==> src/rtl/nvmcri_pkg.sv <==
package nvmcri_pkg;

  // ----------------------------------------------------------------
  // register offsets
  // ----------------------------------------------------------------
  localparam logic [5:0] OFF_COMMAND_CONTROL       = 6'h00;
  localparam logic [5:0] OFF_CONFIGURATION_CONTROL = 6'h04;
  localparam logic [5:0] OFF_GEOMETRY_PARAMETERS   = 6'h08;
  localparam logic [5:0] OFF_IRQ_ENABLE_CLEAR      = 6'h0c;
  localparam logic [5:0] OFF_IRQ_ENABLE_SET        = 6'h10;
  localparam logic [5:0] OFF_IRQ_FLAGS             = 6'h14;
  localparam logic [5:0] OFF_CONTROLLER_STATUS     = 6'h18;
  localparam logic [5:0] OFF_TARGET_ADDRESS        = 6'h1c;
  localparam logic [5:0] OFF_REGION_LOCK_STATE     = 6'h20;
  localparam logic [5:0] OFF_PAGE_BUFFER_LOAD_LOW  = 6'h28;
  localparam logic [5:0] OFF_PAGE_BUFFER_LOAD_HIGH = 6'h2c;

  // ----------------------------------------------------------------
  // field layout and reset values
  // ----------------------------------------------------------------
  localparam int          CMD_LSB          = 0;
  localparam int          CMD_MSB          = 6;
  localparam int          KEY_LSB          = 8;
  localparam int          KEY_MSB          = 15;
  localparam logic [7:0]  EXECUTION_KEY    = 8'ha5;
  localparam logic [15:0] CTRL_RESET       = 16'h0000;
  localparam logic [31:0] CONFIG_RESET     = 32'h0000_0080;
  localparam logic [31:0] CONFIG_MASK      = 32'h000f_039e;
  localparam int          IRQ_READY_BIT    = 0;
  localparam int          IRQ_ERROR_BIT    = 1;
  localparam int          ST_PROG_ERR_BIT  = 2;
  localparam int          ST_LOCK_ERR_BIT  = 3;
  localparam int          ST_NVM_ERR_BIT   = 4;
  localparam logic [31:0] ADDR_MASK        = 32'h003f_ffff;
  localparam int          ROW_WORDS_LOG2   = 7;
  localparam int          REGION_SEL_LSB   = 12;

  // ----------------------------------------------------------------
  // command codes
  // ----------------------------------------------------------------
  localparam logic [6:0] CMD_ROW_ERASE     = 7'h02;
  localparam logic [6:0] CMD_PAGE_WRITE    = 7'h04;
  localparam logic [6:0] CMD_AUX_ERASE     = 7'h05;
  localparam logic [6:0] CMD_AUX_WRITE     = 7'h06;
  localparam logic [6:0] CMD_DF_ERASE      = 7'h1a;
  localparam logic [6:0] CMD_DF_WRITE      = 7'h1c;
  localparam logic [6:0] CMD_LOCK_REGION   = 7'h40;
  localparam logic [6:0] CMD_UNLOCK_REGION = 7'h41;
  localparam logic [6:0] CMD_BUFFER_CLEAR  = 7'h44;
  localparam logic [6:0] CMD_CACHE_INVAL   = 7'h46;

  // ----------------------------------------------------------------
  // timing
  // ----------------------------------------------------------------
  localparam int CLK_PERIOD_NS = 100;
  localparam int PROG_TIME_NS  = 2000;
  localparam int PROG_CYCLES   = (PROG_TIME_NS + CLK_PERIOD_NS - 1) / CLK_PERIOD_NS;

  typedef enum logic [1:0] {
    ST_IDLE    = 2'b00,
    ST_PENDING = 2'b01,
    ST_BUSY    = 2'b10
  } nvmcri_state_t;

endpackage : nvmcri_pkg

==> src/rtl/nvmcri_cmd_decode.sv <==
`timescale 1ns/1ns
module nvmcri_cmd_decode (
  // command code
  input  wire logic [6:0] cmd_code,
  // decoded class
  output logic            cmd_valid,
  output logic            cmd_is_erase,
  output logic            cmd_is_write,
  output logic            cmd_is_lock,
  output logic            cmd_is_unlock,
  output logic            cmd_is_buf_clear,
  output logic            cmd_is_array_op
);

  always_comb begin
    cmd_valid        = 1'b1;
    cmd_is_erase     = 1'b0;
    cmd_is_write     = 1'b0;
    cmd_is_lock      = 1'b0;
    cmd_is_unlock    = 1'b0;
    cmd_is_buf_clear = 1'b0;
    unique case (cmd_code)
      nvmcri_pkg::CMD_ROW_ERASE,
      nvmcri_pkg::CMD_AUX_ERASE,
      nvmcri_pkg::CMD_DF_ERASE:      cmd_is_erase = 1'b1;
      nvmcri_pkg::CMD_PAGE_WRITE,
      nvmcri_pkg::CMD_AUX_WRITE,
      nvmcri_pkg::CMD_DF_WRITE:      cmd_is_write = 1'b1;
      nvmcri_pkg::CMD_LOCK_REGION:   cmd_is_lock = 1'b1;
      nvmcri_pkg::CMD_UNLOCK_REGION: cmd_is_unlock = 1'b1;
      nvmcri_pkg::CMD_BUFFER_CLEAR:  cmd_is_buf_clear = 1'b1;
      nvmcri_pkg::CMD_CACHE_INVAL:   cmd_valid = 1'b1;
      default:                       cmd_valid = 1'b0;
    endcase
    cmd_is_array_op = cmd_is_erase | cmd_is_write;
  end

endmodule : nvmcri_cmd_decode

==> src/rtl/nvmcri_top.sv <==
`timescale 1ns/1ns
//
// Summary of operation
// a command runs only when the key field of the same control write equals 0xa5.
// a control write with any other key is discarded and sets the programming error bit.
// a command written while an earlier one is still in progress sets the programming error bit.
// software writes key and command code together in one register write.
// a memory-bus access in the same cycle as a command write is served first.
// a deferred command starts only once the array and the memory bus are both idle.
// software issues a command only while the ready flag reads 1.
// bit 0 of the key field reads 1 until the command is issued to the array, then 0; the code also clears it for a locked-region erase or reserved code.
// the target address field counts 16-bit units, not bytes.
// the control register holds a 7-bit code in bits 6:0 and 8-bit key in 15:8, reset zero, rw.
// codes decode to row erase, page write, aux erase/write, data erase/write, lock, unlock,
//      buffer clear and cache invalidate; other codes are reserved.
// ready stays 0 while programming runs and memory-bus accesses to the array stall.
// an erase aimed at a locked region is not done and sets the lock error bit.
// writing 1 to an enable-set bit enables that interrupt, to enable-clear disables it.
// the interrupt request is high while a flag and its enable bit are both set.
//
module nvmcri_top #(
  parameter int PROG_CYCLES = nvmcri_pkg::PROG_CYCLES,
  parameter int NUM_REGIONS = 16
) (
  // clock and reset
  input  wire logic        clk_sys,
  input  wire logic        sys_rst,
  // peripheral register bus
  input  wire logic        psel,
  input  wire logic        penable,
  input  wire logic        pwrite,
  input  wire logic [5:0]  paddr,
  input  wire logic [31:0] pwdata,
  output logic [31:0]      prdata,
  output logic             pready,
  output logic             pslverr,
  // memory bus activity towards the array
  input  wire logic        mem_access,
  output logic             mem_stall,
  // array command port
  output logic             array_cmd_start,
  output logic [6:0]       array_cmd_code,
  output logic [21:0]      array_word_addr,
  output logic [22:0]      array_byte_addr,
  input  wire logic        array_busy,
  // interrupt
  output logic             irq
);

  // --------------------------------------------------------------
  // register bus decode
  // --------------------------------------------------------------
  logic wr_en;
  logic rd_sel;
  assign wr_en   = psel & penable & pwrite;
  assign rd_sel  = psel & ~pwrite;
  // no wait states: every register answers in its access phase
  assign pready  = 1'b1;
  assign pslverr = 1'b0;

  logic wr_ctrl;
  logic wr_key_ok;
  assign wr_ctrl   = wr_en && (paddr == nvmcri_pkg::OFF_COMMAND_CONTROL);
  assign wr_key_ok = pwdata[nvmcri_pkg::KEY_MSB:nvmcri_pkg::KEY_LSB] == nvmcri_pkg::EXECUTION_KEY;

  // --------------------------------------------------------------
  // state
  // --------------------------------------------------------------
  nvmcri_pkg::nvmcri_state_t state_reg, state_next;
  logic [15:0]            ctrl_reg, ctrl_next;
  logic [31:0]            config_reg, config_next;
  logic [21:0]            addr_reg, addr_next;
  logic [1:0]             ien_reg, ien_next;
  logic                   ready_reg, ready_next;
  logic                   error_flag_reg, error_flag_next;
  logic                   prog_err_reg, prog_err_next;
  logic                   lock_err_reg, lock_err_next;
  logic [NUM_REGIONS-1:0] lock_reg, lock_next;
  logic [15:0]            count_reg, count_next;
  logic                   start_reg, start_next;

  logic cmd_valid;
  logic cmd_is_erase;
  logic cmd_is_write;
  logic cmd_is_lock;
  logic cmd_is_unlock;
  logic cmd_is_buf_clear;
  logic cmd_is_array_op;

  nvmcri_cmd_decode u_decode (
    .cmd_code         (ctrl_reg[nvmcri_pkg::CMD_MSB:nvmcri_pkg::CMD_LSB]),
    .cmd_valid        (cmd_valid),
    .cmd_is_erase     (cmd_is_erase),
    .cmd_is_write     (cmd_is_write),
    .cmd_is_lock      (cmd_is_lock),
    .cmd_is_unlock    (cmd_is_unlock),
    .cmd_is_buf_clear (cmd_is_buf_clear),
    .cmd_is_array_op  (cmd_is_array_op)
  );

  // region of the current target, from the word address
  localparam int RIDX_W = $clog2(NUM_REGIONS);
  logic [$clog2(NUM_REGIONS)-1:0] region_idx;
  assign region_idx = addr_reg[nvmcri_pkg::REGION_SEL_LSB +: $clog2(NUM_REGIONS)];

  logic target_locked;
  assign target_locked = lock_reg[region_idx];

  logic lock_upd;
  logic lock_val;

  // --------------------------------------------------------------
  // next-state logic
  // --------------------------------------------------------------
  always_comb begin
    state_next      = state_reg;
    ctrl_next       = ctrl_reg;
    config_next     = config_reg;
    addr_next       = addr_reg;
    ready_next      = ready_reg;
    error_flag_next = error_flag_reg;
    prog_err_next   = prog_err_reg;
    lock_err_next   = lock_err_reg;
    lock_upd        = 1'b0;
    lock_val        = 1'b0;
    count_next      = count_reg;
    start_next      = 1'b0;

    // software side writes; hardware sets below take precedence
    if (wr_en) begin
      unique case (paddr)
        nvmcri_pkg::OFF_CONFIGURATION_CONTROL:
          config_next = pwdata & nvmcri_pkg::CONFIG_MASK;
        nvmcri_pkg::OFF_TARGET_ADDRESS:
          addr_next = pwdata[21:0];
        nvmcri_pkg::OFF_IRQ_FLAGS:
          error_flag_next = error_flag_reg & ~pwdata[nvmcri_pkg::IRQ_ERROR_BIT];
        nvmcri_pkg::OFF_CONTROLLER_STATUS: begin
          prog_err_next = prog_err_reg & ~pwdata[nvmcri_pkg::ST_PROG_ERR_BIT];
          lock_err_next = lock_err_reg & ~pwdata[nvmcri_pkg::ST_LOCK_ERR_BIT];
        end
        default: ;
      endcase
    end

    if (wr_ctrl) begin
      if (!wr_key_ok) begin
        prog_err_next   = 1'b1;
        error_flag_next = 1'b1;
      end else if (state_reg != nvmcri_pkg::ST_IDLE) begin
        prog_err_next   = 1'b1;
        error_flag_next = 1'b1;
      end else begin
        ctrl_next  = pwdata[15:0] & 16'hff7f;
        state_next = nvmcri_pkg::ST_PENDING;
        ready_next = 1'b0;
      end
    end

    unique case (state_reg)
      nvmcri_pkg::ST_IDLE: ;
      nvmcri_pkg::ST_PENDING: begin
        // a memory-bus access wins this cycle; issue waits for idle
        if (!mem_access && !array_busy) begin
          ctrl_next[nvmcri_pkg::KEY_LSB] = 1'b0;
          if (cmd_is_erase && target_locked) begin
            lock_err_next   = 1'b1;
            error_flag_next = 1'b1;
            state_next      = nvmcri_pkg::ST_IDLE;
            ready_next      = 1'b1;
          end else if (!cmd_valid) begin
            prog_err_next   = 1'b1;
            error_flag_next = 1'b1;
            state_next      = nvmcri_pkg::ST_IDLE;
            ready_next      = 1'b1;
          end else begin
            if (cmd_is_lock || cmd_is_unlock) begin
              lock_upd = 1'b1;
              lock_val = cmd_is_lock;
            end
            start_next = 1'b1;
            count_next = cmd_is_array_op ? 16'(PROG_CYCLES) : 16'h0001;
            state_next = nvmcri_pkg::ST_BUSY;
          end
        end
      end
      nvmcri_pkg::ST_BUSY: begin
        if (count_reg != 16'h0000) begin
          count_next = count_reg - 16'h0001;
        end else if (!array_busy) begin
          state_next = nvmcri_pkg::ST_IDLE;
          ready_next = 1'b1;
        end
      end
      default: state_next = nvmcri_pkg::ST_IDLE;
    endcase
  end

  // --------------------------------------------------------------
  // registers
  // --------------------------------------------------------------
  always_ff @(posedge clk_sys or posedge sys_rst) begin
    if (sys_rst) begin
      state_reg      <= nvmcri_pkg::ST_IDLE;
      ctrl_reg       <= nvmcri_pkg::CTRL_RESET;
      config_reg     <= nvmcri_pkg::CONFIG_RESET;
      addr_reg       <= 22'h000000;
      ready_reg      <= 1'b1;
      error_flag_reg <= 1'b0;
      prog_err_reg   <= 1'b0;
      lock_err_reg   <= 1'b0;
      count_reg      <= 16'h0000;
      start_reg      <= 1'b0;
    end else begin
      state_reg      <= state_next;
      ctrl_reg       <= ctrl_next;
      config_reg     <= config_next;
      addr_reg       <= addr_next;
      ready_reg      <= ready_next;
      error_flag_reg <= error_flag_next;
      prog_err_reg   <= prog_err_next;
      lock_err_reg   <= lock_err_next;
      count_reg      <= count_next;
      start_reg      <= start_next;
    end
  end

  // --------------------------------------------------------------
  // region lock bits
  // --------------------------------------------------------------
  // one flop per region; only the addressed region can move in a cycle
  for (genvar g = 0; g < NUM_REGIONS; g++) begin : g_lock
    always_comb begin
      lock_next[g] = lock_reg[g];
      if (lock_upd && (region_idx == RIDX_W'(g))) begin
        lock_next[g] = lock_val;
      end
    end

    always_ff @(posedge clk_sys or posedge sys_rst) begin
      if (sys_rst) begin
        lock_reg[g] <= 1'b0;
      end else begin
        lock_reg[g] <= lock_next[g];
      end
    end
  end

  // --------------------------------------------------------------
  // interrupt enables
  // --------------------------------------------------------------
  // separate set and clear offsets, so one write never disturbs the other bit
  always_comb begin
    ien_next = ien_reg;
    if (wr_en && (paddr == nvmcri_pkg::OFF_IRQ_ENABLE_SET)) begin
      ien_next = ien_reg | pwdata[1:0];
    end
    if (wr_en && (paddr == nvmcri_pkg::OFF_IRQ_ENABLE_CLEAR)) begin
      ien_next = ien_reg & ~pwdata[1:0];
    end
  end

  always_ff @(posedge clk_sys or posedge sys_rst) begin
    if (sys_rst) begin
      ien_reg <= 2'h0;
    end else begin
      ien_reg <= ien_next;
    end
  end

  // --------------------------------------------------------------
  // outputs
  // --------------------------------------------------------------
  assign array_cmd_start = start_reg;
  assign array_cmd_code  = ctrl_reg[nvmcri_pkg::CMD_MSB:nvmcri_pkg::CMD_LSB];
  assign array_word_addr = addr_reg;
  assign array_byte_addr = {addr_reg, 1'b0};
  assign mem_stall       = ~ready_reg;
  assign irq = (ready_reg & ien_reg[nvmcri_pkg::IRQ_READY_BIT])
             | (error_flag_reg & ien_reg[nvmcri_pkg::IRQ_ERROR_BIT]);

  // --------------------------------------------------------------
  // register read back
  // --------------------------------------------------------------
  // read mux: combinational so data lands in the access phase
  logic [31:0] lock_word;
  always_comb begin
    lock_word = 32'h0000_0000;
    lock_word[NUM_REGIONS-1:0] = lock_reg;
  end

  always_comb begin
    prdata = 32'h0000_0000;
    if (rd_sel) begin
      unique case (paddr)
        nvmcri_pkg::OFF_COMMAND_CONTROL:       prdata = {16'h0000, ctrl_reg};
        nvmcri_pkg::OFF_CONFIGURATION_CONTROL: prdata = config_reg;
        nvmcri_pkg::OFF_GEOMETRY_PARAMETERS:   prdata = 32'h0000_0000;
        nvmcri_pkg::OFF_IRQ_ENABLE_CLEAR,
        nvmcri_pkg::OFF_IRQ_ENABLE_SET:        prdata = {30'h0, ien_reg};
        nvmcri_pkg::OFF_IRQ_FLAGS:             prdata = {30'h0, error_flag_reg, ready_reg};
        nvmcri_pkg::OFF_CONTROLLER_STATUS:
          prdata = {27'h0, 1'b0, lock_err_reg, prog_err_reg, 2'b00};
        nvmcri_pkg::OFF_TARGET_ADDRESS:        prdata = {10'h000, addr_reg};
        nvmcri_pkg::OFF_REGION_LOCK_STATE:     prdata = lock_word;
        default:                               prdata = 32'h0000_0000;
      endcase
    end
  end

endmodule : nvmcri_top

==> config.mk <==
export PLATFORM = sky130hd
export DESIGN_NAME = nvmcri_top
export DESIGN_NICKNAME = d
export VERILOG_FILES = /design/src/rtl/nvmcri_pkg.sv /design/src/rtl/nvmcri_cmd_decode.sv /design/src/rtl/nvmcri_top.sv
export SDC_FILE = /design/constraint.sdc
export NUM_CORES = 1
export LEC_CHECK = 0
export ABC_AREA = 1
export BUFFER_PORTS_ARGS = -buffer_cell sky130_fd_sc_hd__buf_2
export CORE_AREA = 2 2 111 113
export CTS_BUF_LIST = sky130_fd_sc_hd__clkbuf_16
export DETAILED_ROUTE_END_ITERATION = 10
export DIE_AREA = 0 0 113 115
export PLACE_DENSITY = 0.71
export REMOVE_ABC_BUFFERS = 1
export SLEW_MARGIN = 20
export SYNTH_ARGS = -nofsm -noshare
export SYNTH_HDL_FRONTEND = slang
export SYNTH_SLANG_ARGS = --single-unit
==> constraint.sdc <==
create_clock -name clk_sys -period 5.9 [get_ports clk_sys]
set_input_delay 0.59 -clock clk_sys [delete_from_list [all_inputs] [get_ports clk_sys]]
set_output_delay 0.59 -clock clk_sys [all_outputs]
set_load 0.02 [all_outputs]
# After elaboration in Yosys (flattened, before gate mapping)
# Index checks and enable logic that the tools add are counted.
# Widths: inputs -> output; s select.
word_totals:
  elab_cells: 204
  out_inout_bits: 89
  reg_bits: 89
  in_bits: 45
classes:
  n_addsub: 1
  eq_ne: 39
  bitwise: 19
  n_lt_le_gt_ge: 1
  mux: 77
  reduce_logical: 39
op_table:
  columns: ["operator", "count"]
  rows:
  - ["$pmux 22 s7", 1]
  - ["$mux 16", 4]
  - ["$mux 1", 53]
  - ["$eq 4x4->1 const B", 8]
  - ["$pmux 16 s2", 1]
  - ["$eq 7x7->1 const B", 4]
  - ["$mux 9", 3]
  - ["$eq 6x5->1 const B", 4]
  - ["$mux 22", 1]
  - ["$eq 7x3->1 const B", 3]
  - ["$logic_and 1x1->1", 21]
  - ["$mux 2", 10]
  - ["$eq 4x3->1 const B", 4]
  - ["$reduce_bool 16->1", 1]
  - ["$sub 16x1->16 const B", 1]
  - ["$eq 7x5->1 const B", 2]
  - ["$reduce_or 10->1", 1]
  - ["$and 1x1->1", 8]
  - ["$eq 4x2->1 const B", 2]
  - ["$eq 8x8->1 const B", 1]
  - ["$ne 2x2->1 const B", 4]
  - ["$eq 7x2->1 const B", 1]
  - ["$eq 6x3->1 const B", 1]
  - ["$eq 6x4->1 const B", 1]
  - ["other kinds (25)", 36]

# Depth between registers and ports, before layout
logic_depth:
  depth_word: 11
  depth_mapped: 14
  mapped_depth_nobuf: 13

# Cells and area by module
# A second synthesis with hierarchy kept.
unflattened:
  hier_cells: 769
  hier_area_um2: 5547.8
by_module_without_submodules:
  columns: ["module", "seq_area_each_um2", "instances", "cells_each", "area_per_inst_um2"]
  rows:
  - ["nvmcri_top", 2229.6, 1, 730, 5342.6]
  - ["nvmcri_cmd_decode", 0.0, 1, 39, 205.2]

# Worst setup path after synthesis
# Ideal clock, no wire load.
synth_timing:
  path_type: "input -> output"
  startpoint: "input paddr[1]"
  endpoint: "output prdata[9]"
  required_ps: 5310
  setup_slack_ps: 3393
  cell_stages: 7
  path_buffers: 2
  arrival_ps: 1917
  path_cell_list: "nor2_1 > nand3_1 > nor2_1 > buf_2 > buf_2 > nand2_1 > a41oi_1"
synth_via:
  elab_chain_len: 4
  word_cells_on_any_way: 11
  classes_between: "eq/ne (7); mux (2); reduce/logical (2)"
synth_rtl:
  columns: ["element", "line_no", "text"]
  rows:
  - ["from (decl)", "nvmcri_top.sv:32", "input wire logic [5:0] paddr,"]
  - ["$eq 6x5->1 or $eq 6x4->1 (tied branches)", "nvmcri_top.sv:295", "unique case (paddr)"]
  - ["$reduce_or 2->1", "nvmcri_top.sv:295", null]
  - ["$pmux 22 s7 *", "nvmcri_top.sv:295", null]
  - ["$mux 22 *", "nvmcri_top.sv:294", "if (rd_sel) begin"]
  - ["to (decl)", "nvmcri_top.sv:34", "output logic [31:0] prdata,"]
# Every way passes the cells marked *; elsewhere a longest branch is shown, timed or not.

# Final worst setup path
layout_timing:
  startpoint: "input paddr[5]"
  endpoint: "output prdata[9]"
# The elaborated chain is that of the path after synthesis.

==> results.py <==
metrics = {
    "run_status": {
        "result_of_the_run": "finished with violations",
        "failing_checks": "DRC",
    },
    "clocking": {
        "holdBufCountCts": 0,
        "clockBufferDepth": 2,
        "cts_root_buf": "clkbuf_16",
        "cts_tree": "done",
        "post-cts-setup-buffer-count": 0,
        "cts_inserted_buffers": 9,
        "numClockSinks": 89,
        "clk_latency_ns": 0.35,
        "worst_setup_hold_path_clk_slew_ns": 0.06,
        "depth_of_the_cts_h_tree": 3,
        "post_cts_resized": 0,
    },
    "floorplan": {
        "die_span_in_y_um": 115,
        "core_area_mm2": 0.0118,
        "fp.dieW_um": 113,
        "initial_util_pct": 46.2,
        "design.portCount": 134,
        "number_of_placement_rows": 40,
        "die_area_mm2": 0.0130,
    },
    "job": {
        "max_cap_violations": 0,
    },
    "global_routing": {
        "grtUsageTotal_pct": 22.2,
        "grt_first_pass_wirelength_um": 23000,
        "grt_start_max_net_pins": 50,
        "grt_overflow_total": 0,
        "antenna_violations_before_repair": 0,
        "first_global_vias": 4698,
    },
    "hold_path": {
        "holdCritPathClass": "input port to asynchronous set/reset pin",
    },
    "power": {
        "ir_drop_uv": 103,
        "power.density_cell_area_mw_per_mm2": 212,
        "cell_internal_pwr_w": 0.000941,
        "power.net_switching_w": 0.000353,
        "sequentialPowerShare_pct": 49.2,
        "power.combinational.fraction_pct": 8.9,
        "total_power_w": 0.00129,
        "clock_power_share_pct": 41.8,
        "power_leakage_nw": 3.46,
        "switching_share_of_power_pct": 27.3,
    },
    "worst_setup_path": {
        "worstPathMaxFanout": 14,
        "timing.setup.critical_path_class": "input port to primary output",
        "worst_path_required_time_ns": 5.31,
        "critPathLaunchType": "input port",
        "path_cells": "buf_2 > nor2_1 > nand3_1 > inv_1 > nand2_1 > a41oi_1 > buf_2",
        "critical-path-top-cell-by-count": "buf_2",
        "timing.critical_path.slowest_stage_cell": "nor2_1",
        "crit_path_max_cell_delay_ns": 0.77,
        "setup.worst_path.end_class": "primary output",
        "cp.arrival_ns": 3.10,
    },
    "routing": {
        "drc": 13,
        "antenna_violating_nets_post_route": 0,
        "route.vias.total": 4979,
        "drt-initial-drc-count": 402,
        "drt_pass1_iterations": 8,
        "met1Wirelength_um": 6620,
        "vias_per_cell": 5.07,
        "top_signal_layer_used": "met4",
        "routed_wl_um": 13800,
        "wl_met3_um": 709,
        "met2WireLength_um": 6260,
        "wl_per_cell_um": 14.1,
    },
    "final_layout": {
        "drive_gt1_share_pct": 16.8,
        "insertedDiodeCount": 0,
        "number_of_nets_in_the_layout": 881,
        "max_ffs_per_register": 22,
        "seqCellArea_mm2": 0.00223,
        "layout-area-overhead-vs-synth_pct": 11.8,
        "area_used_by_multi_input_combinational_logic_mm2": 0.00241,
        "fillerInstances": 1191,
    },
    "timing": {
        "setup-tns-final_ns": 0,
        "finalHoldViolations": 0,
        "post_route_skew_ns": 0.00468,
        "min_period_over_period_pct": 62.6,
        "worst_slack_ns": 2.21,
        "tightestPinTransition_ns": 1.01,
        "grt_setup_unrepaired": "false",
        "setup_viol_count_final": 0,
        "period_minus_slack_ns": 3.69,
        "holdWs_ns": 0.335,
        "timing_max_transition_violations_final": 0,
        "max_freq_mhz": 271,
        "headroom_to_the_max_slew_limit_pct": 32.5,
    },
    "synth": {
        "netlist_top_cells_area": "dfrtp_1 (40%), nand2_1 (14%), inv_1 (7.6%)",
        "synth.yosys.warnings": 0,
        "synth_enable_flop_cells": 0,
        "post_synth_instance_area_mm2": 0.00546,
        "synth_flop_cell": "dfrtp_1",
        "syn-instance-count": 759,
        "synth_sequential_area_ratio_pct": 40.9,
        "postSynthAreaPerCell_um2": 7.19,
        "synth.lib_cells_used.distinct": 40,
        "ys_async_sr_fraction_pct": 100,
        "synth_top_area_share_pct": 39.9,
        "synth-seq-cells": 89,
        "yosys.area.top_type": "dfrtp_1",
    },
    "placement": {
        "dp_worst_setup_slack_ns": 2.20,
        "place_hpwl_um": 9680,
        "io_buffers": 110,
        "final_weighted_congestion_of_routability_driven_global_placement": 0.870,
    },
}
-- per-stage QoR --
stage	utilization, %	instance area [um^2]	instances
floorplan	-	5060	705
global placement	49.3	5830	966
detailed placement	49.3	5830	966
CTS	51.6	6100	982
global route	51.6	6100	982
finish	51.6	6100	982
-- synthesized netlist by cell type (all sizes together) (7+ instances only) --
cell and instances:
o31ai 8, nor2 75, o21ai 62, mux2i 7, a21oi 20, nor3 15, buf 52, clkbuf 13
nand2 207, dfrtp 87, inv 111, nand3 46, xor2 10
-- layout make-up --
type / instances / share of cell area (%)
timing repair buffer: 114 / 9.52
inverter: 111 / 6.85
sequential: 89 / 36.6
multi-input combinational: 505 / 39.6
clock inverter: 7 / 0.779
clock buffer: 9 / 3.69
tap: 147 / 3.02
-- layer usage --
| metal | track usage (%) | vias up |
|---|---|---|
| met3 | 2.90 | 18 |
| li1 | - | 2491 |
| met5 | 0 | - |
| met4 | 8.21 | 0 |
| met1 | 31.5 | 2322 |
| met2 | 34.9 | 148 |
-- critical path, delay by kind of cell --
kind            cells  cell delay [ns]
compound gates      1             0.24
simple gates        3             1.59
buf+inv             3             0.68
-- logic make-up (layout without fill, tap and decap cells) --
kind of cell    after synthesis  after routing  synth area share [%]
compound gates              114            114                  12.2
xor+xnor                     11             11                  1.77
fa+ha+maj                     6              6                  1.38
buf+inv                     176            241                  15.6
flops                        89             89                  40.9
mux                           9              9                  1.70
other cells                   2             13                 0.138
simple gates                352            352                  26.4
-- final timing paths --
check,from,to,slack (ns),depth (start not counted)
max reg2reg,state_reg[1],lock_reg[14],3.54,7
max,paddr[5],prdata[9],2.21,7
min,sys_rst,ctrl_reg[15],0.34,2
min in group clk_sys,ctrl_reg[13],ctrl_reg[13],0.46,2
max in group asynchronous,sys_rst,asynchronous set/reset pin,4.46,3
min reg2reg,ctrl_reg[13],ctrl_reg[13],0.46,2
-- cell usage in the layout (no fill, tap or decap), types with 2 or more instances in the layout --
cell type,synthesis,final
nand2_1,205,205
inv_1,110,110
buf_2,7,110
dfrtp_1,87,87
nor2_1,74,74
o21ai_0,61,61
nand3_1,46,46
a21oi_1,20,20
nor3_1,15,15
conb_1,2,13
xor2_1,10,10
clkbuf_16,0,9
o31ai_1,8,8
mux2i_1,7,7
nand4_1,6,6
ha_1,6,6
a31oi_1,4,4
o221ai_1,4,4
o211ai_1,4,4
a221oi_1,4,4
clkinvlp_4,0,4
buf_4,42,4
nand2_4,2,2
mux2_2,2,2
a32oi_1,2,2
clkinv_2,0,2
dfstp_2,2,2
-- power by group through the flow --
stage / logic, W / registers [W] / clock network (W)
2_1_floorplan: 0.0000542 / 0.000664 / 0
3_3_place_gp: 0.000115 / 0.000648 / 0
3_5_place_dp: 0.000116 / 0.000648 / 0
4_1_cts: 0.000117 / 0.000637 / 0.000552
5_1_grt: 0.000130 / 0.000639 / 0.000577
6_report: 0.000116 / 0.000637 / 0.000541
(Power assumes the default switching activity.)
